**config.mk**
```make
export PLATFORM = sky130hd
export DESIGN_NAME = serial_clock_gen
export DESIGN_NICKNAME = d
export VERILOG_FILES = /design/src/clkgen_pkg.sv /design/src/clock_sync.sv /design/src/serial_clock_gen.sv
export SDC_FILE = /design/constraint.sdc
export NUM_CORES = 1
export LEC_CHECK = 0
export ABC_AREA = 1
export BUFFER_PORTS_ARGS = -buffer_cell sky130_fd_sc_hd__buf_2
export CORE_MARGIN = 2
export CORE_UTILIZATION = 40
export CTS_CLUSTER_DIAMETER = 80
export DETAILED_ROUTE_END_ITERATION = 6
export PLACE_DENSITY = 0.66
export SLEW_MARGIN = 30
export SYNTH_ARGS = -nofsm -noshare
export SYNTH_HDL_FRONTEND = slang
export SYNTH_SLANG_ARGS = --single-unit
export TNS_END_PERCENT = 10
```
**constraint.sdc**
```tcl
create_clock -name pclk -period 1.99 [get_ports pclk]
set_input_delay 0.597 -clock pclk [delete_from_list [all_inputs] [get_ports pclk]]
set_output_delay 0.597 -clock pclk [all_outputs]
set_load 0.01 [all_outputs]
```
**src/clkgen_pkg.sv**
```systemverilog
// Constants, register map and carrier types of the serial clock block
package clkgen_pkg;
   localparam int DIV_W = 12;
   localparam logic [DIV_W-1:0] DIV_RESET = 12'h000;
   // Register byte addresses
   localparam logic [11:0] ADDR_DIV_LOW = 12'h000;
   localparam logic [11:0] ADDR_DIV_HIGH = 12'h004;
   localparam logic [11:0] ADDR_CTRL = 12'h008;
   localparam logic [11:0] ADDR_FRAME = 12'h00C;
   localparam logic [11:0] ADDR_STATUS = 12'h010;
   localparam logic [11:0] ADDR_PARITY = 12'h014;
   // Control register fields
   localparam int CTRL_DOUBLE = 0;
   localparam int CTRL_SYNC = 1;
   localparam int CTRL_DIR = 2;
   localparam int CTRL_POL = 3;
   localparam int CTRL_NINTH = 4;
   // Frame register fields
   localparam int FRM_SIZE_LSB = 0;
   localparam int FRM_PAR_LSB = 3;
   localparam int FRM_STOP = 5;
   // Divide ratios
   localparam logic [3:0] DIVR_NORMAL = 4'hF;
   localparam logic [3:0] DIVR_DOUBLE = 4'h7;
   localparam logic [3:0] DIVR_SYNC = 4'h1;
   // Character size codes; 4..6 are reserved and act as 8
   localparam logic [2:0] SIZE_9 = 3'h7;
   localparam logic [2:0] SIZE_BASE = 3'h0;
   localparam logic [3:0] BITS_BASE = 4'h5;
   localparam logic [3:0] BITS_8 = 4'h8;
   localparam logic [3:0] BITS_9 = 4'h9;
   // Parity modes
   localparam logic [1:0] PAR_NONE = 2'h0;
   localparam logic [1:0] PAR_RSVD = 2'h1;
   localparam logic [1:0] PAR_EVEN = 2'h2;
   localparam logic [1:0] PAR_ODD = 2'h3;

   typedef enum logic [3:0] {
      MODE_ASYNC = 4'b0001,
      MODE_DOUBLE = 4'b0010,
      MODE_MASTER = 4'b0100,
      MODE_SLAVE = 4'b1000
   } clk_mode_e;

   typedef struct packed {
      logic double_speed_select;
      logic sync_mode_select;
      logic xfer_clock_pin_direction;
      logic sync_clock_polarity;
      logic transmit_ninth_bit;
   } ctrl_s;

   typedef struct packed {
      logic [2:0] character_size_field;
      logic [1:0] parity_mode_field;
      logic stop_bit_select;
   } frame_s;

   typedef struct packed {
      logic [3:0] data_bits;
      logic parity_on;
      logic parity_odd;
      logic two_stops;
   } format_s;
endpackage

```
**src/clock_sync.sv**
```systemverilog
// Two-stage synchroniser with edge detection for the external clock
`timescale 1ns/1ps
module clock_sync (
   // Clock and reset
   input wire logic pclk,
   input wire logic presetn,
   input wire logic clk_en,
   // Pin side
   input wire logic pin_in,
   // Detected edges
   output logic rise,
   output logic fall
);
   logic meta_reg;
   logic sync_reg;
   logic last_reg;

   // Only sync_reg reads meta_reg
   always_ff @(posedge pclk or negedge presetn) begin
      if (!presetn) begin
         meta_reg <= 1'b0;
         sync_reg <= 1'b0;
         last_reg <= 1'b0;
      end else if (clk_en) begin
         meta_reg <= pin_in;
         sync_reg <= meta_reg;
         last_reg <= sync_reg;
      end
   end

   assign rise = sync_reg & ~last_reg;
   assign fall = ~sync_reg & last_reg;
endmodule

```
**src/serial_clock_gen.sv**
```systemverilog
// Baud generator, clock modes and frame format of the serial channel
`timescale 1ns/1ps
// Function
// - Internal clock async/master, pin clock slave
// - Counter reloads at zero or low write
// - Tick at fosc divided by divisor+1
// - Twelve-bit divisor in high and low registers
// - Transmit divides tick by 16, 8, 2
// - Receive phase machine 16, 8, 2 states
// - Double speed only affects async mode
// - Double speed halves receive samples to 8
// - Slave clock synchronised, edge detected, delayed two
// - Sync mode drives or accepts clock pin
// - Sample edge opposite to change edge
// - Polarity picks change and sample edges
// - Start, 5-9 data LSB first, parity, stops
// - Line idles high between frames
// - One shared format for both directions
// - Only first stop bit checked for error
// - Parity is data XOR, inverted for odd
// - Pin direction picks master or slave
// - Size seven means nine bits, ninth separate
module serial_clock_gen (
   // Clock, reset, enable
   input wire logic pclk,
   input wire logic presetn,
   input wire logic clk_en,
   // APB slave
   input wire logic psel,
   input wire logic penable,
   input wire logic pwrite,
   input wire logic [11:0] paddr,
   input wire logic [31:0] pwdata,
   output logic [31:0] prdata,
   output logic pready,
   output logic pslverr,
   // Transfer clock pin
   input wire logic xck_in,
   output logic xck_out,
   output logic xck_oe,
   // Strobes to the transmit and receive paths
   output logic tx_tick,
   output logic rx_tick,
   output logic tx_change,
   output logic rx_sample,
   output clkgen_pkg::format_s format,
   // Parity helper for the data paths
   input wire logic [8:0] parity_data
);
   import clkgen_pkg::*;

   logic [DIV_W-1:0] divisor_reg;
   logic [DIV_W-1:0] count_reg;
   ctrl_s ctrl_reg;
   frame_s frame_reg;
   clk_mode_e mode;
   logic [3:0] divr;
   logic [3:0] tx_div_reg;
   logic [3:0] rx_phase_reg;
   logic gen_tick;
   logic wr_en;
   logic rd_en;
   logic addr_ok;
   logic ext_rise;
   logic ext_fall;
   logic xck_reg;
   logic xck_oe_reg;
   logic tx_tick_reg;
   logic rx_tick_reg;
   logic tx_change_reg;
   logic rx_sample_reg;
   logic parity_reg;
   format_s format_reg;
   format_s format_next;
   logic change_edge;
   logic sample_edge;
   logic parity_next;

   // APB decode, zero wait states
   assign wr_en = psel & penable & pwrite;
   assign rd_en = psel & ~penable & ~pwrite;
   always_comb begin
      unique case (paddr)
         ADDR_DIV_LOW, ADDR_DIV_HIGH, ADDR_CTRL,
         ADDR_FRAME, ADDR_STATUS, ADDR_PARITY: addr_ok = 1'b1;
         default: addr_ok = 1'b0;
      endcase
   end

   always_ff @(posedge pclk or negedge presetn) begin
      if (!presetn) begin
         divisor_reg <= DIV_RESET;
         ctrl_reg <= '0;
         frame_reg <= '0;
      end else if (clk_en && wr_en) begin
         unique case (paddr)
            ADDR_DIV_LOW: divisor_reg[7:0] <= pwdata[7:0];
            ADDR_DIV_HIGH: divisor_reg[DIV_W-1:8] <= pwdata[3:0];
            ADDR_CTRL: ctrl_reg <= {pwdata[CTRL_DOUBLE],
               pwdata[CTRL_SYNC], pwdata[CTRL_DIR],
               pwdata[CTRL_POL], pwdata[CTRL_NINTH]};
            ADDR_FRAME: frame_reg <= {pwdata[FRM_SIZE_LSB +: 3],
               pwdata[FRM_PAR_LSB +: 2], pwdata[FRM_STOP]};
            default: ;
         endcase
      end
   end

   // Read data registered in the setup cycle
   always_ff @(posedge pclk or negedge presetn) begin
      if (!presetn) begin
         prdata <= '0;
         pslverr <= 1'b0;
         pready <= 1'b0;
      end else if (clk_en) begin
         pready <= psel & ~penable;
         pslverr <= psel & ~penable & ~addr_ok;
         if (rd_en) begin
            prdata <= '0;
            unique case (paddr)
               ADDR_DIV_LOW: prdata[7:0] <= divisor_reg[7:0];
               ADDR_DIV_HIGH: prdata[3:0] <= divisor_reg[DIV_W-1:8];
               ADDR_CTRL: prdata[4:0] <= {ctrl_reg.transmit_ninth_bit,
                  ctrl_reg.sync_clock_polarity,
                  ctrl_reg.xfer_clock_pin_direction,
                  ctrl_reg.sync_mode_select,
                  ctrl_reg.double_speed_select};
               ADDR_FRAME: prdata[5:0] <= {frame_reg.stop_bit_select,
                  frame_reg.parity_mode_field,
                  frame_reg.character_size_field};
               ADDR_STATUS: prdata[DIV_W-1:0] <= count_reg;
               ADDR_PARITY: prdata[0] <= parity_reg;
               default: ;
            endcase
         end
      end
   end

   // Mode select; pin direction picks master or slave
   always_comb begin
      if (ctrl_reg.sync_mode_select) begin
         mode = ctrl_reg.xfer_clock_pin_direction ? MODE_MASTER
                                                  : MODE_SLAVE;
      end else if (ctrl_reg.double_speed_select) begin
         mode = MODE_DOUBLE;
      end else begin
         mode = MODE_ASYNC;
      end
   end

   always_comb begin
      unique case (mode)
         MODE_ASYNC: divr = DIVR_NORMAL;
         MODE_DOUBLE: divr = DIVR_DOUBLE;
         default: divr = DIVR_SYNC;
      endcase
   end

   // Baud down-counter
   assign gen_tick = (count_reg == '0);
   always_ff @(posedge pclk or negedge presetn) begin
      if (!presetn) begin
         count_reg <= DIV_RESET;
      end else if (clk_en) begin
         if (wr_en && paddr == ADDR_DIV_LOW) begin
            count_reg <= {divisor_reg[DIV_W-1:8], pwdata[7:0]};
         end else if (gen_tick) begin
            count_reg <= divisor_reg;
         end else begin
            count_reg <= count_reg - 12'h001;
         end
      end
   end

   // Slave clock path
   clock_sync u_sync (
      .pclk(pclk),
      .presetn(presetn),
      .clk_en(clk_en),
      .pin_in(xck_in),
      .rise(ext_rise),
      .fall(ext_fall)
   );

   // Transmit divider and receive phase counter
   always_ff @(posedge pclk or negedge presetn) begin
      if (!presetn) begin
         tx_div_reg <= '0;
         rx_phase_reg <= '0;
      end else if (clk_en && gen_tick && mode != MODE_SLAVE) begin
         tx_div_reg <= (tx_div_reg >= divr) ? 4'h0
                                            : tx_div_reg + 4'h1;
         rx_phase_reg <= (rx_phase_reg >= divr) ? 4'h0
                                                : rx_phase_reg + 4'h1;
      end
   end

   // Master clock toggles every tick: period 2 ticks
   always_ff @(posedge pclk or negedge presetn) begin
      if (!presetn) begin
         xck_reg <= 1'b0;
         xck_oe_reg <= 1'b0;
      end else if (clk_en) begin
         xck_oe_reg <= (mode == MODE_MASTER);
         if (mode != MODE_MASTER) begin
            xck_reg <= ctrl_reg.sync_clock_polarity;
         end else if (gen_tick) begin
            xck_reg <= ~xck_reg;
         end
      end
   end

   // Edge roles by polarity; slave uses synchronised edges
   always_comb begin
      change_edge = 1'b0;
      sample_edge = 1'b0;
      unique case (mode)
         MODE_MASTER: begin
            change_edge = gen_tick &
               (xck_reg == ctrl_reg.sync_clock_polarity);
            sample_edge = gen_tick &
               (xck_reg != ctrl_reg.sync_clock_polarity);
         end
         MODE_SLAVE: begin
            change_edge = ctrl_reg.sync_clock_polarity ? ext_fall
                                                       : ext_rise;
            sample_edge = ctrl_reg.sync_clock_polarity ? ext_rise
                                                       : ext_fall;
         end
         default: ;
      endcase
   end

   always_ff @(posedge pclk or negedge presetn) begin
      if (!presetn) begin
         tx_tick_reg <= 1'b0;
         rx_tick_reg <= 1'b0;
         tx_change_reg <= 1'b0;
         rx_sample_reg <= 1'b0;
      end else if (clk_en) begin
         // Strobe keeps running while idle so frames can follow at once
         tx_tick_reg <= gen_tick && tx_div_reg == divr
                        && mode != MODE_SLAVE;
         rx_tick_reg <= gen_tick && mode != MODE_SLAVE;
         tx_change_reg <= change_edge;
         rx_sample_reg <= sample_edge;
      end else begin
         tx_tick_reg <= 1'b0;
         rx_tick_reg <= 1'b0;
         tx_change_reg <= 1'b0;
         rx_sample_reg <= 1'b0;
      end
   end

   // Shared frame format
   always_comb begin
      // Second stop only lengthens transmit; receive checks the first
      format_next.two_stops = frame_reg.stop_bit_select;
      format_next.parity_on = frame_reg.parity_mode_field[1];
      format_next.parity_odd = frame_reg.parity_mode_field == PAR_ODD;
      if (frame_reg.character_size_field == SIZE_9) begin
         format_next.data_bits = BITS_9;
      end else if (frame_reg.character_size_field > 3'h3) begin
         format_next.data_bits = BITS_8;
      end else begin
         format_next.data_bits = BITS_BASE +
            {1'b0, frame_reg.character_size_field};
      end
   end

   // Parity over the active data bits
   always_comb begin
      parity_next = format_next.parity_odd;
      for (int i = 0; i < 9; i++) begin
         if (i < 8 && 4'(i) < format_next.data_bits) begin
            parity_next = parity_next ^ parity_data[i];
         end
      end
      if (format_next.data_bits == BITS_9) begin
         parity_next = parity_next ^ ctrl_reg.transmit_ninth_bit;
      end
   end

   always_ff @(posedge pclk or negedge presetn) begin
      if (!presetn) begin
         format_reg <= '0;
         parity_reg <= 1'b0;
      end else if (clk_en) begin
         format_reg <= format_next;
         parity_reg <= parity_next;
      end
   end

   assign xck_out = xck_reg;
   assign xck_oe = xck_oe_reg;
   assign tx_tick = tx_tick_reg;
   assign rx_tick = rx_tick_reg;
   assign tx_change = tx_change_reg;
   assign rx_sample = rx_sample_reg;
   assign format = format_reg;

   // Checks
   counter_reload_a: assert property (@(posedge pclk)
      disable iff (!presetn)
      clk_en && gen_tick && !(wr_en && paddr == ADDR_DIV_LOW)
      |=> count_reg == $past(divisor_reg))
      else $error("counter did not reload");
   slave_no_tick_a: assert property (@(posedge pclk)
      disable iff (!presetn) mode == MODE_SLAVE |=> !rx_tick)
      else $error("tick in slave mode");
   tick_at_zero_a: assert property (@(posedge pclk)
      disable iff (!presetn) clk_en && gen_tick && mode != MODE_SLAVE
      |=> rx_tick)
      else $error("missing tick");
   xck_drive_a: assert property (@(posedge pclk)
      disable iff (!presetn) clk_en && mode == MODE_MASTER
      |=> xck_oe)
      else $error("clock pin not driven");
   edge_excl_a: assert property (@(posedge pclk)
      disable iff (!presetn) !(tx_change && rx_sample))
      else $error("change and sample together");
   nine_bits_a: assert property (@(posedge pclk)
      disable iff (!presetn) clk_en &&
      frame_reg.character_size_field == SIZE_9
      |=> format.data_bits == BITS_9)
      else $error("nine bit size wrong");
   tx_div_a: assert property (@(posedge pclk)
      disable iff (!presetn) tx_tick |-> $past(tx_div_reg) == $past(divr))
      else $error("transmit divide wrong");
   double_async_a: assert property (@(posedge pclk)
      disable iff (!presetn) ctrl_reg.sync_mode_select
      |-> mode inside {MODE_MASTER, MODE_SLAVE})
      else $error("double speed in sync");
   rx_phase_a: assert property (@(posedge pclk)
      disable iff (!presetn) clk_en && gen_tick && mode != MODE_SLAVE
      && rx_phase_reg == divr |=> rx_phase_reg == '0)
      else $error("receive phase did not wrap");
endmodule

```
# ---- Word-level counts from Yosys, hierarchy flattened
# Cells that the tools add are included.
dict set report word_totals {
  latch_bits 0
  word_cells 135
  memories 0
  mem_bits_ro 0
  out_inout_bits 47
  regBits 70
  mem_bits_rw 0
}
dict set report classes {
  n_addsub 3
  div_mod_pow 0
  n_reduce_logical 17
  n_mux 35
  eq_ne 17
  bitwise_logic 24
  mul 0
  order_cmp 10
  n_shift 0
}
# op count
set op_table {}
lappend op_table {{12-bit by 4-bit equality test with 1-bit output, second input constant} 2}
lappend op_table {{12-bit by 5-bit equality test with 1-bit output, second input constant} 2}
lappend op_table {{12-bit zero test} 2}
lappend op_table {{12-bit 2-to-1 mux} 2}
lappend op_table {{4-bit 2-to-1 mux} 6}
lappend op_table {{1-bit 2-to-1 mux} 18}
lappend op_table {{3-bit by 4-bit less-than comparator with 1-bit output, first input constant} 4}
lappend op_table {{3-bit case mux with 5 select lines} 1}
lappend op_table {{12-bit by 3-bit equality test with 1-bit output, second input constant} 1}
lappend op_table {{2-bit AND reduction} 6}
lappend op_table {{12-bit by 1-bit subtractor with 12-bit output, second input constant} 1}
lappend op_table {{1-bit AND} 9}
lappend op_table {{1-bit XOR} 9}
lappend op_table {{4-bit equality test, second input constant} 2}
lappend op_table {{1-bit by 4-bit less-than comparator with 1-bit output, first input constant} 2}
lappend op_table {{2-bit by 4-bit less-than comparator with 1-bit output, first input constant} 2}
lappend op_table {{4-bit case mux with 2 select lines} 1}
lappend op_table {{1-bit logical AND} 7}
lappend op_table {{1-bit NOT} 6}
lappend op_table {{1-bit case mux with 6 select lines} 1}
lappend op_table {{6-bit OR reduction} 1}
lappend op_table {{3-bit by 3-bit adder with 4-bit output, first input constant} 1}
lappend op_table {{4-bit by 1-bit adder with 4-bit output, second input constant} 1}
lappend op_table {{4-bit by 1-bit equality test with 1-bit output, second input constant} 1}
lappend op_table {{other kinds (17)} 18}

# ---- Logic depth before layout (Yosys ltp)
# Gate-level depths: netlist of the first run.
dict set report depth {
  ltp_word 21
  ltp_mapped 18
  depth_no_buf 18
}

# ---- Hierarchy
# A second synthesis of the first run with hierarchy kept.
dict set report unflattened {
  cells_unflattened 527
  area_unflattened_um2 4120.2
}
# mod instances seq_area_each_um2 area_per_inst_um2 cells_each
set by_module_without_submodules {}
lappend by_module_without_submodules {serial_clock_gen 1 1676.6 3992.6 510}
lappend by_module_without_submodules {clock_sync 1 75.1 127.6 17}

# ---- Least setup slack after synthesis of the first run
# OpenSTA, ideal clock, no wires.
dict set report synth_timing {
  path_type {reg2reg}
  start {reg frame_reg[3] (netlist name)}
  end {reg parity_reg}
  required_ns 1.873
  path_buffers 0
  setup_slack_ns 0.041
  t_arrival_ns 1.832
  setup_time_ns 0.117
  stages_incl_launch_ff 19
  path_cell_list {dfrtp_1 > ha_1 > ha_1 > inv_1 > nand3_2 > nor2_2 > nand2_1 > nand2_1 > inv_1 > nand2_1 > nand2_1 > nand2_1 > nand2_1 > nand2_1 > nand2_1 > inv_1 > nand2_1 > nand3_1 > nand2_1}
}
dict set report synth_between {
  elab_chain_len 21
  word_cells_on_any_way 31
  cone_classes {1 x add/sub; 9 x order compare; 2 x eq/ne; 11 x mux; 8 x bitwise}
}
# item line
set synth_rtl {}
lappend synth_rtl {{start: declaration} serial_clock_gen.sv:55} ;# frame_s frame_reg;
lappend synth_rtl {{start signal: assignment} serial_clock_gen.sv:102} ;# ADDR_FRAME: frame_reg <= {pwdata[FRM_SIZE_LSB +: 3],
lappend synth_rtl {{3-bit by 3-bit adder with 4-bit output or 3-bit by 2-bit > comparator with 1-bit output (tied branches)} {serial_clock_gen.sv:266, serial_clock_gen.sv:263}}
lappend synth_rtl {{4-bit 2-to-1 mux} serial_clock_gen.sv:263} ;# end else if (frame_reg.character_size_field > 3'h3) begin
lappend synth_rtl {{4-bit 2-to-1 mux *} serial_clock_gen.sv:261} ;# if (frame_reg.character_size_field == SIZE_9) begin
lappend synth_rtl {{1-bit by 4-bit less-than comparator with 1-bit output} serial_clock_gen.sv:275} ;# if (i < 8 && 4'(i) < format_next.data_bits) begin
lappend synth_rtl {{1-bit 2-to-1 mux} serial_clock_gen.sv:275}
lappend synth_rtl {{1-bit XOR} serial_clock_gen.sv:276} ;# parity_next = parity_next ^ parity_data[i];
lappend synth_rtl {{1-bit 2-to-1 mux} serial_clock_gen.sv:275}
lappend synth_rtl {{1-bit XOR} serial_clock_gen.sv:276}
lappend synth_rtl {{[5 not listed]} n/a}
lappend synth_rtl {{1-bit XOR} serial_clock_gen.sv:276}
lappend synth_rtl {{1-bit 2-to-1 mux} serial_clock_gen.sv:275}
lappend synth_rtl {{1-bit XOR} serial_clock_gen.sv:276}
lappend synth_rtl {{1-bit 2-to-1 mux} serial_clock_gen.sv:275}
lappend synth_rtl {{1-bit XOR} serial_clock_gen.sv:276}
lappend synth_rtl {{1-bit 2-to-1 mux} serial_clock_gen.sv:275}
lappend synth_rtl {{1-bit XOR} serial_clock_gen.sv:280} ;# parity_next = parity_next ^ ctrl_reg.transmit_ninth_bit;
lappend synth_rtl {{1-bit 2-to-1 mux *} serial_clock_gen.sv:279} ;# if (format_next.data_bits == BITS_9) begin
lappend synth_rtl {{end signal: assignment} serial_clock_gen.sv:290} ;# parity_reg <= parity_next;
lappend synth_rtl {{end: declaration} serial_clock_gen.sv:72} ;# logic parity_reg;
# Every way passes the cells marked *; elsewhere a longest branch is shown, timed or not.
# A chain may end at the register's enable or synchronous reset.

# ---- Worst setup path in the final report of the first run
# Ends and elaborated chain as after synthesis.

==> impl_results.md, run 1 <==
- Status: finished with violations
- Failing checks: negative setup slack
- Starting density of the core: between 40% and 50%
- Chip height: between 100 and 150 um
- Iteration-0 DRC Markers: 205
- Reg2reg end: parity_reg
- Antenna Cells: 0
- DR WL/cell: 13.8 um
- Die area: around 11000 um2
- # placed instances: 731
- DRC: 0
- Drt first pass iters: 5
- Worst-skew pair later-pin latency: 0.36 ns
- Root Driver: clkbuf_8
- Gr ovfl total: 0
- First-pass GRT wire length: 17200 um
- Hold Path Class: in -> async
- Hold Worst Slack: 0.260 ns
- FMAX: 0.499 GHz
- Final setup viols: 1
- H-tree levels: 3
- Vias in the first global route: 3619
- Antenna violations before repair: 0
- Tot Pwr: 3.80 mW
- Synthesis-stage register bit count: 70
- DP HPWL: ~7700 um
- Final wirelength: 10300 um
- Period utilisation layout: 101%
- CTS Hold Buffers Added: 0
- Avg Cell Area, Syn: 7.74 um2
- Post-Syn Instances: 524
- Sequential area share after synthesis: a little over two fifths
- Dpl ws: -0.124 ns
- GR peak layer: met2
- Via count: 3706
- PnR worst setup slack: -0.0121 ns
- Leakage power: 2.57 nW
- Reg2reg path depth: 14
- CTS Sinks: 70
- Fin nets: 681
- Yosys cell types: 41
- Worst setup EP type: register
- R2r startpoint: frame_reg[3]
- Post-route minimum period: between 2 and 2.5 ns
- Clk slew on worst S/H paths: 0.08 ns
- Peak VDD IR: 0.532 mV
- DP Area: 4590 um2
- IO Pins: 107
- Share of cells above drive strength 1: 22.7%
- Clock Path Buffers: 2
- Flop2flop setup slack: -0.01 ns
- Final slew viol count: 0
- Final hold vios: 0
- Port Buf Inserts: 61
- CORE AREA: a little under 10000 um2
- CTS tree: built
- Final std cells w/o fill: 750
- Via density: 4.94
- TritonCTS Buffers: 9
- Yosys Warn Count: 0
- M1 GR Usage: roughly 26%
- Routed Antenna Nets: 0
- Final instance area: 4900 um2
- Worst Setup Path Type: reg -> reg
- GRT Total Usage: 19.5%
- Req. time, crit path: 2.24 ns
- Area Growth Syn to Fin: 20.8%
- Met3 Resource Use GR: 4.05%
- CP Launch Type: register
- Maxcap violations: 0
- RSZ-0062 raised after global routing: yes
- Die width: roughly 100 um
- Critical path peak fanout: 3
- Met2 usage in global routing: 32.3%
- Routability congestion estimate: 0.911
- Setup TNS: -0.0121 ns
- Critical Path AT: 2.25 ns
- Utilization after layout: 49.9%
- PD cells: 775 nW/um2
- Rows: 36
- Largest net degree at the start of global routing: 71
- Fillers: between 900 and 1000
- Synthesized area: 4060 um2
- Clk_skew: 0.0128 ns
[cell usage in the layout, fill, tap and decap left out, types with 2 or more instances in the layout]
master	synthesis	routed
a21oi_1	13	13
o22ai_1	5	5
nand4_1	9	9
xor2_1	9	9
o21ai_0	61	61
nor2_1	35	33
buf_2	4	61
o221ai_1	4	4
buf_4	22	25
nor2_4	4	6
inv_1	73	69
dfrtp_1	70	70
o211ai_1	4	4
nor2_2	7	7
nand2_4	1	2
clkinv_2	0	3
and3_1	2	2
nand2_1	120	116
nand2_2	3	6
o311ai_0	2	2
ha_4	0	3
inv_4	0	2
inv_2	4	6
clkbuf_8	0	11
nand3_1	25	25
conb_1	1	20
ha_1	9	6
nor3_1	10	10
o31ai_1	5	5
o21ai_1	3	3
[timing repair]
action | in CTS | in global routing
pin swaps | 7 | 13
buffers inserted | 2 | 1
endpoints found under the setup margin | 1 | 2
resized for setup | 12 | 10
[Yosys cell counts (all sizes together)]
cell | number | share of area [%]
o21a | 1 | 0.19
nor3 | 10 | 1.2
a211oi | 1 | 0.19
a31oi | 1 | 0.15
nor3b | 1 | 0.19
clkinv | 1 | 0.092
clkbuf | 4 | 0.37
ha | 9 | 2.8
a32o | 1 | 0.25
xor2 | 9 | 1.9
nand2 | 124 | 12
buf | 26 | 4.6
a21boi | 1 | 0.19
a21oi | 13 | 1.6
o221ai | 4 | 0.86
o31ai | 5 | 0.93
mux2 | 1 | 0.28
nand4 | 10 | 1.7
nand3b | 1 | 0.19
inv | 77 | 7.1
a221oi | 1 | 0.22
nand3 | 27 | 3.6
and3 | 2 | 0.31
o22ai | 5 | 0.77
o21ai | 64 | 7.9
nor2 | 47 | 5.9
o32a | 1 | 0.25
o311ai | 2 | 0.43
dfrtp | 70 | 43
conb | 1 | 0.092
o211ai | 4 | 0.74
[power by group]
| part | internal (mW) | leakage (nW) | total (mW) | switching [mW] |
|---|---|---|---|---|
| Combinational | 0.337 | 1.57 | 0.911 | 0.573 |
| Clock | 0.642 | 0.106 | 1.19 | 0.547 |
| Sequential | 1.57 | 0.900 | 1.70 | 0.124 |
[worst max-delay path, cell delays in order, from the launching register on]
cell and delay, ns:
dfrtp_1 0.41, ha_4 0.19, ha_4 0.30, inv_4 0.05, nor2_4 0.08, nand4_1 0.11
buf_4 0.15, nand3_1 0.10, nand4_1 0.12, nand2_1 0.09, nand2_1 0.04, nand2_1 0.08
nand2_1 0.06, nand3_1 0.07, nand2_1 0.05
[metal layers]
metal	share of wire, %	vias to the layer above
li1	-	1849
met5	0	-
met3	5.4	13
met1	47	1738
met4	1.7	0
met2	46	106
[worst max-delay path by stage]
stage          cells past startpoint    startpoint         end  slack [ns]
2_1_floorplan                     18  frame_reg[3]  parity_reg        0.04
3_3_place_gp                      17  frame_reg[3]  parity_reg       -0.08
3_5_place_dp                      18  frame_reg[3]  parity_reg       -0.12
4_1_cts                           17  frame_reg[4]  parity_reg      -0.001
5_1_grt                           17  frame_reg[4]  parity_reg       -0.18
6_report                          14  frame_reg[3]  parity_reg       -0.01
[cells by family (layout without fill, tap and decap cells)]
group,after synthesis,count (layout),synth area share (%)
xor gates and xnor gates,9,9,1.94
adders and majority gates,9,9,2.78
other,1,20,0.0924
AOI/OAI and AO/OA,104,104,14.6
DFF,70,70,43.2
and+or+nand+nor,222,222,24.9
muxes,1,1,0.278
buffers and inverters,108,182,12.1
[final cells by class]
class / count / area [um2] / area share, %
multi-input cells: 365 / 1960 / 40.0
flip-flops and latches: 70 / 1750 / 35.8
repair buffers: 88 / 524 / 10.7
inverters: 78 / 298 / 6.08
well taps: 133 / 166 / 3.40
clock buffers: 12 / 155 / 3.17
clock inverters: 4 / 45.0 / 0.919
Note: power is estimated with default switching activity, not from simulation.
==> run 2, diff against run 1 <==
==> constraint.sdc (replaced) <==
create_clock -name pclk -period 1.8 [get_ports pclk]
set_input_delay 0.54 -clock pclk [delete_from_list [all_inputs] [get_ports pclk]]
set_output_delay 0.54 -clock pclk [all_outputs]
set_load 0.01 [all_outputs]
==> impl_results.md, run 2 (synthesized netlist as in run 1, its figures left out) <==
- Port Buf Inserts: 61 (unchanged)
- Critical Path AT: 2.25 ns (about the same)
- Fin nets: 703 (was 681)
- CTS tree: built (unchanged)
- RSZ-0062 raised after global routing: yes (unchanged)
- Failing checks: negative setup slack (unchanged)
- Maxcap violations: 0 (unchanged)
- Crit-path max cell delay: 0.41 ns (about the same)
- DRC: 0 (unchanged)
- PD cells: 817 nW/um2 (was 775 nW/um2)
- Via density: 5.02 (was 4.94)
- Critical path peak fanout: 3 (unchanged)
- Leakage power: 2.67 nW (was 2.57 nW)
- Dpl ws: -0.194 ns (was -0.124 ns)
- Chip height: 105 um (unchanged)
- Iteration-0 DRC Markers: 203 (was 205)
- H-tree levels: 3 (unchanged)
- PnR worst setup slack: -0.178 ns (was -0.0121 ns)
- IO Pins: 107 (unchanged)
- FMAX: 0.505 GHz (was 0.499 GHz)
- Final slew viol count: 0 (unchanged)
- GRT Total Usage: 20.1% (was 19.5%)
- Worst setup EP type: register (unchanged)
- Worst-skew pair later-pin latency: 0.37 ns (was 0.36 ns)
- CP Launch Type: register (unchanged)
- Clock Path Buffers: 2 (unchanged)
- Most frequent cells in the layout: 111 x nand2_1, 70 x dfrtp_1, 67 x inv_1, 61 x buf_2, 60 x o21ai_0 (was 116 x nand2_1, 70 x dfrtp_1, 69 x inv_1, 61 x o21ai_0, 61 x buf_2)
- Drt first pass iters: 5 (unchanged)
- CP bufs+invs: 4 (was 2)
- Hold Path Class: in -> async (unchanged)
- Utilization after layout: 51.8% (was 49.9%)
- Die width: 105 um (unchanged)
- Antenna violations before repair: 0 (unchanged)
- Starting density of the core: 41.3% (unchanged)
- Tot Pwr: 4.16 mW (was 3.80 mW)
- Cell Chain, Critical Path: ha_4 > ha_4 > inv_2 > nor2_4 > nand4_1 > buf_4 > nand3_2 > inv_1 > nand2_1 > nand2_1 > nand2_1 > nand2_1 > inv_1 > nand2_1 > nand3_1 > nand2_1 (was ha_4 > ha_4 > inv_4 > nor2_4 > nand4_1 > buf_4 > nand3_1 > nand4_1 > nand2_1 > nand2_1 > nand2_1 > nand2_1 > nand3_1 > nand2_1)
- TritonCTS Buffers: 9 (unchanged)
- Period utilisation layout: 110% (was 101%)
- Share of cells above drive strength 1: 27.7% (was 22.7%)
- Final hold vios: 0 (unchanged)
- DP HPWL: 8300 um (was 7660 um)
- DR WL/cell: 14.0 um (was 13.8 um)
- Commonest non-fill, non-tap cell in the layout: nand2_1 (unchanged)
- First-pass GRT wire length: 17700 um (was 17200 um)
- Root Driver: clkbuf_8 (unchanged)
- Final setup viols: 1 (unchanged)
- Status: finished with violations (unchanged)
- Slowest stage cell, crit path: dfrtp_1 (unchanged)
- Routed Antenna Nets: 0 (unchanged)
- Req. time, crit path: 2.07 ns (was 2.24 ns)
- Rows: 36 (unchanged)
- Post-route minimum period: 1.98 ns (was 2.00 ns)
- CTS Sinks: 70 (unchanged)
- CORE AREA: 9820 um2 (unchanged)
- Die area: 11000 um2 (unchanged)
- CP delay by family, top: simple AND/OR/NAND/NOR gates (unchanged)
- Routability congestion estimate: 0.925 (was 0.911)
- Worst Setup Path Type: reg -> reg (unchanged)
- Antenna Cells: 0 (unchanged)
- Via count: 3873 (was 3706)
- Gr ovfl total: 0 (unchanged)
- Largest net degree at the start of global routing: 39 (was 71)
- Vias in the first global route: 3723 (was 3619)
- Clk_skew: 0.0163 ns (was 0.0128 ns)
- Final wirelength: 10800 um (was 10300 um)
- Fillers: 949 (was 986)
- Area Growth Syn to Fin: 25.3% (was 20.8%)
- Clk slew on worst S/H paths: 0.09 ns (was 0.08 ns)
- Peak VDD IR: 0.459 mV (was 0.532 mV)
- Most common cell on crit path: nand2_1 (unchanged)
## run 2: changes by cell type in the layout (fill, tap and decap cells not counted), moves of 2 or more
cell and change:
nand3_1 -2, nand3_2 +2, inv_1 -2, nor2_1 -4, buf_4 +22, nand2_2 +5, inv_2 +3, nand2_1 -5
clkinv_4 +2, nor2_2 +3
## run 2: final cells by class
class                           count  area (um2)  share of cell area, %
Tap cell                          133         166                   3.27
Timing Repair Buffer              110         689                   13.6
Sequential cell                    70        1750                   34.4
Multi-Input combinational cell    365        2010                   39.5
Clock buffer                       10         138                   2.71
Clock inverter                      6        37.5                  0.738
Inverter                           78         295                   5.81
## run 2: layer usage
layer	track usage (%)	up-vias	wire length, um
met5	0	-	0
met4	5.81	0	252
met3	4.37	29	591
met2	32.7	115	5200
met1	27.1	1826	4730
li1	-	1903	-
## run 2: final timing paths
check,startpoint,endpoint,slack (ns),cells after the start
max in group asynchronous,presetn,prdata[6],1.12,2
worst min-delay path,presetn,count_reg[11],0.1,1
min in group pclk,xck_in,u_sync.meta_reg,0.38,3
worst min register to register,prdata[11],prdata[11],0.48,2
worst max register to register,frame_reg[4],parity_reg,-0.18,16
worst max-delay path,frame_reg[4],parity_reg,-0.18,16
## run 2: where the power goes
group          internal (mW)  leakage [nW]  switching (mW)  total, mW
logic                  0.414          1.68           0.670       1.08
registers               1.74         0.900           0.161       1.90
clock network          0.532        0.0958           0.641       1.17
## run 2: stage by stage
stage / hold WS [ns] / cell area, um2 / setup TNS (ns) / cells
after floorplan: 0.244 / 4170 / -0.0681 / 543
after global placement: 0.455 / 4800 / -2.34 / 754
after detailed placement: 0.464 / 4800 / -3.80 / 754
after CTS: 0.117 / 4990 / -0.186 / 771
after global routing: 0.136 / 5090 / -0.409 / 772
final: 0.0970 / 5090 / -0.178 / 772
## run 2: what timing repair did
action                     in CTS  in global routing
setup endpoints to repair       1                  7
hold endpoints to repair        0                  0
pin swaps                      10                 17
setup buffers                   1                  1
gates resized for setup         4                 28
hold buffers                    0                  0
==> run 3, diff against run 2 <==
--- a/config.mk
+++ b/config.mk
@@ -12,6 +12,7 @@
 export CTS_CLUSTER_DIAMETER = 80
 export DETAILED_ROUTE_END_ITERATION = 6
 export PLACE_DENSITY = 0.66
+export REMOVE_ABC_BUFFERS = 1
 export SLEW_MARGIN = 30
 export SYNTH_ARGS = -nofsm -noshare
 export SYNTH_HDL_FRONTEND = slang
==> impl_results.md, run 3 (synthesized netlist as in run 1, its figures left out) <==
- Status: finished with violations (unchanged)
- Failing checks: negative setup slack (unchanged)
- Reg2reg end: parity_reg (unchanged)
- Multi-input gate area: 2010 um2 (about the same)
- Die width: 105 um (unchanged)
- CTS Sinks: 70 (unchanged)
- Clk_skew: 0.0105 ns (was 0.0163 ns)
- FF+latch area: 1750 um2 (about the same)
- PnR worst setup slack: -0.208 ns (was -0.178 ns)
- Final setup viols: 1 (unchanged)
- Worst-skew pair later-pin latency: 0.35 ns (was 0.37 ns)
- Final wirelength: 10300 um (was 10800 um)
- Reg2reg path depth: 16 (unchanged)
- TritonCTS Buffers: 9 (unchanged)
- Flop2flop setup slack: -0.21 ns (was -0.18 ns)
- Utilization after layout: 52.5% (was 51.8%)
- Final slew viol count: 0 (unchanged)
- Drt first pass iters: 4 (was 5)
- Iteration-0 DRC Markers: 195 (was 203)
- Commonest non-fill, non-tap cell in the layout: nand2_1 (unchanged)
- First-pass GRT wire length: 17500 um (was 17700 um)
- Area Growth Syn to Fin: 27.0% (was 25.3%)
- Req. time, crit path: 2.06 ns (was 2.07 ns)
- Routed Antenna Nets: 0 (unchanged)
- Via density: 4.91 (was 5.02)
- Maxcap violations: 0 (unchanged)
- Clock Path Buffers: 2 (unchanged)
- GRT Total Usage: 19.6% (was 20.1%)
- Period utilisation layout: 112% (was 110%)
- Final std cells w/o fill: 770 (was 772)
- PD cells: 883 nW/um2 (was 817 nW/um2)
- Setup TNS: -0.208 ns (was -0.178 ns)
- Fin nets: 701 (was 703)
- Critical path endpoint: parity_reg (unchanged)
- CORE AREA: 9820 um2 (unchanged)
- DP HPWL: 7720 um (was 8300 um)
- CP startpoint: frame_reg[3] (was frame_reg[4])
- DR WL/cell: 13.4 um (was 14.0 um)
- Most frequent cells in the layout: 113 x nand2_1, 69 x inv_1, 69 x dfrtp_1, 61 x o21ai_0, 61 x buf_2 (was 111 x nand2_1, 70 x dfrtp_1, 67 x inv_1, 61 x buf_2, 60 x o21ai_0)
- Gr ovfl total: 0 (unchanged)
- DRC: 0 (unchanged)
- Root Driver: clkbuf_8 (unchanged)
- IO Pins: 107 (unchanged)
- CTS tree: built (unchanged)
- Critical Path AT: 2.26 ns (was 2.25 ns)
- Fillers: 960 (was 949)
- Die area: 11000 um2 (unchanged)
- RSZ-0062 raised after global routing: yes (unchanged)
- Routability congestion estimate: 0.850 (was 0.925)
- Hold Worst Slack: 0.208 ns (was 0.0970 ns)
- FMAX: 0.498 GHz (was 0.505 GHz)
- Clk slew on worst S/H paths: 0.08 ns (was 0.09 ns)
- R2r startpoint: frame_reg[3] (was frame_reg[4])
- Antenna Cells: 0 (unchanged)
- H-tree levels: 3 (unchanged)
- Post-route minimum period: 2.01 ns (was 1.98 ns)
- Port Buf Inserts: 61 (unchanged)
- Worst setup EP type: register (unchanged)
- Via count: 3783 (was 3873)
- Final hold vios: 0 (unchanged)
- Vias in the first global route: 3733 (was 3723)
- Worst Setup Path Type: reg -> reg (unchanged)
- Dpl ws: -0.330 ns (was -0.194 ns)
- Chip height: 105 um (unchanged)
- CP Launch Type: register (unchanged)
- Leakage power: 2.70 nW (was 2.67 nW)
- Hold Path Class: in -> async (unchanged)
- Share of cells above drive strength 1: 27.2% (was 27.7%)
- Largest net degree at the start of global routing: 71 (was 39)
- Critical path peak fanout: 5 (was 3)
- # placed instances: 751 (was 754)
- Peak VDD IR: 0.473 mV (was 0.459 mV)
- Rows: 36 (unchanged)
- Antenna violations before repair: 0 (unchanged)
- Starting density of the core: 41.3% (unchanged)
-- run 3: metal layers --
| layer | vias up | part of all wire (%) | global-route usage (%) |
|---|---|---|---|
| met2 | 106 | 50 | 34.2 |
| met5 | - | 0 | 0 |
| met4 | 0 | 1.4 | 5.81 |
| met3 | 13 | 5.0 | 3.68 |
| li1 | 1890 | - | - |
| met1 | 1774 | 43 | 24.8 |
-- run 3: final cells by class --
| cell class | instances | share of cell area (%) |
|---|---|---|
| Clock buffer | 9 | 2.40 |
| Clock inverter | 7 | 2.36 |
| Inverter | 78 | 5.73 |
| Multi-Input combinational cell | 365 | 39.0 |
| Sequential cell | 70 | 34.0 |
| Tap cell | 133 | 3.23 |
| Timing Repair Buffer | 108 | 13.3 |
-- run 3: worst min-delay path by stage --
stage,start,endpoint,slack (ns)
CTS,presetn,xck_oe,0.21
finish,presetn,prdata[8],0.21
floorplan,presetn,count_reg[0],0.24
global placement,u_sync.meta_reg,u_sync.meta_reg,0.46
global route,presetn,xck_oe,0.24
detailed placement,pready,pready,0.46
-- run 3: worst max-delay path: stages, from the launching register on --
cell	delay [ns]
dfrtp_1	0.42
ha_4	0.20
ha_4	0.28
inv_4	0.04
buf_4	0.13
nand2_4	0.08
nand2_1	0.05
nor2_1	0.12
nand2_2	0.07
nand2_1	0.07
nand2_1	0.06
nand2_1	0.06
nand2_1	0.06
nand2_2	0.08
nand2_1	0.07
nand3_2	0.08
nand2_2	0.04
-- run 3: timing repair --
action / 4_1_cts / 5_1_grt
hold buffers: 0 / 0
pin swaps: 9 / 15
gates resized for setup: 12 / 24
buffers inserted: 2 / 1
endpoints found under the setup margin: 2 / 11
-- run 3: per-stage QoR --
step	power [mW]	cell area, um2
detailed placement	2.94	4760
global route	4.82	5150
finish	4.55	5150
global placement	2.91	4760
CTS	4.54	5080
floorplan	2.59	3930
-- run 3: power by group --
part | switching [mW] | total (mW) | internal [mW] | leakage [nW]
Combinational | 0.635 | 1.07 | 0.435 | 1.67
Sequential | 0.156 | 1.90 | 1.74 | 0.899
Clock | 0.658 | 1.59 | 0.928 | 0.124
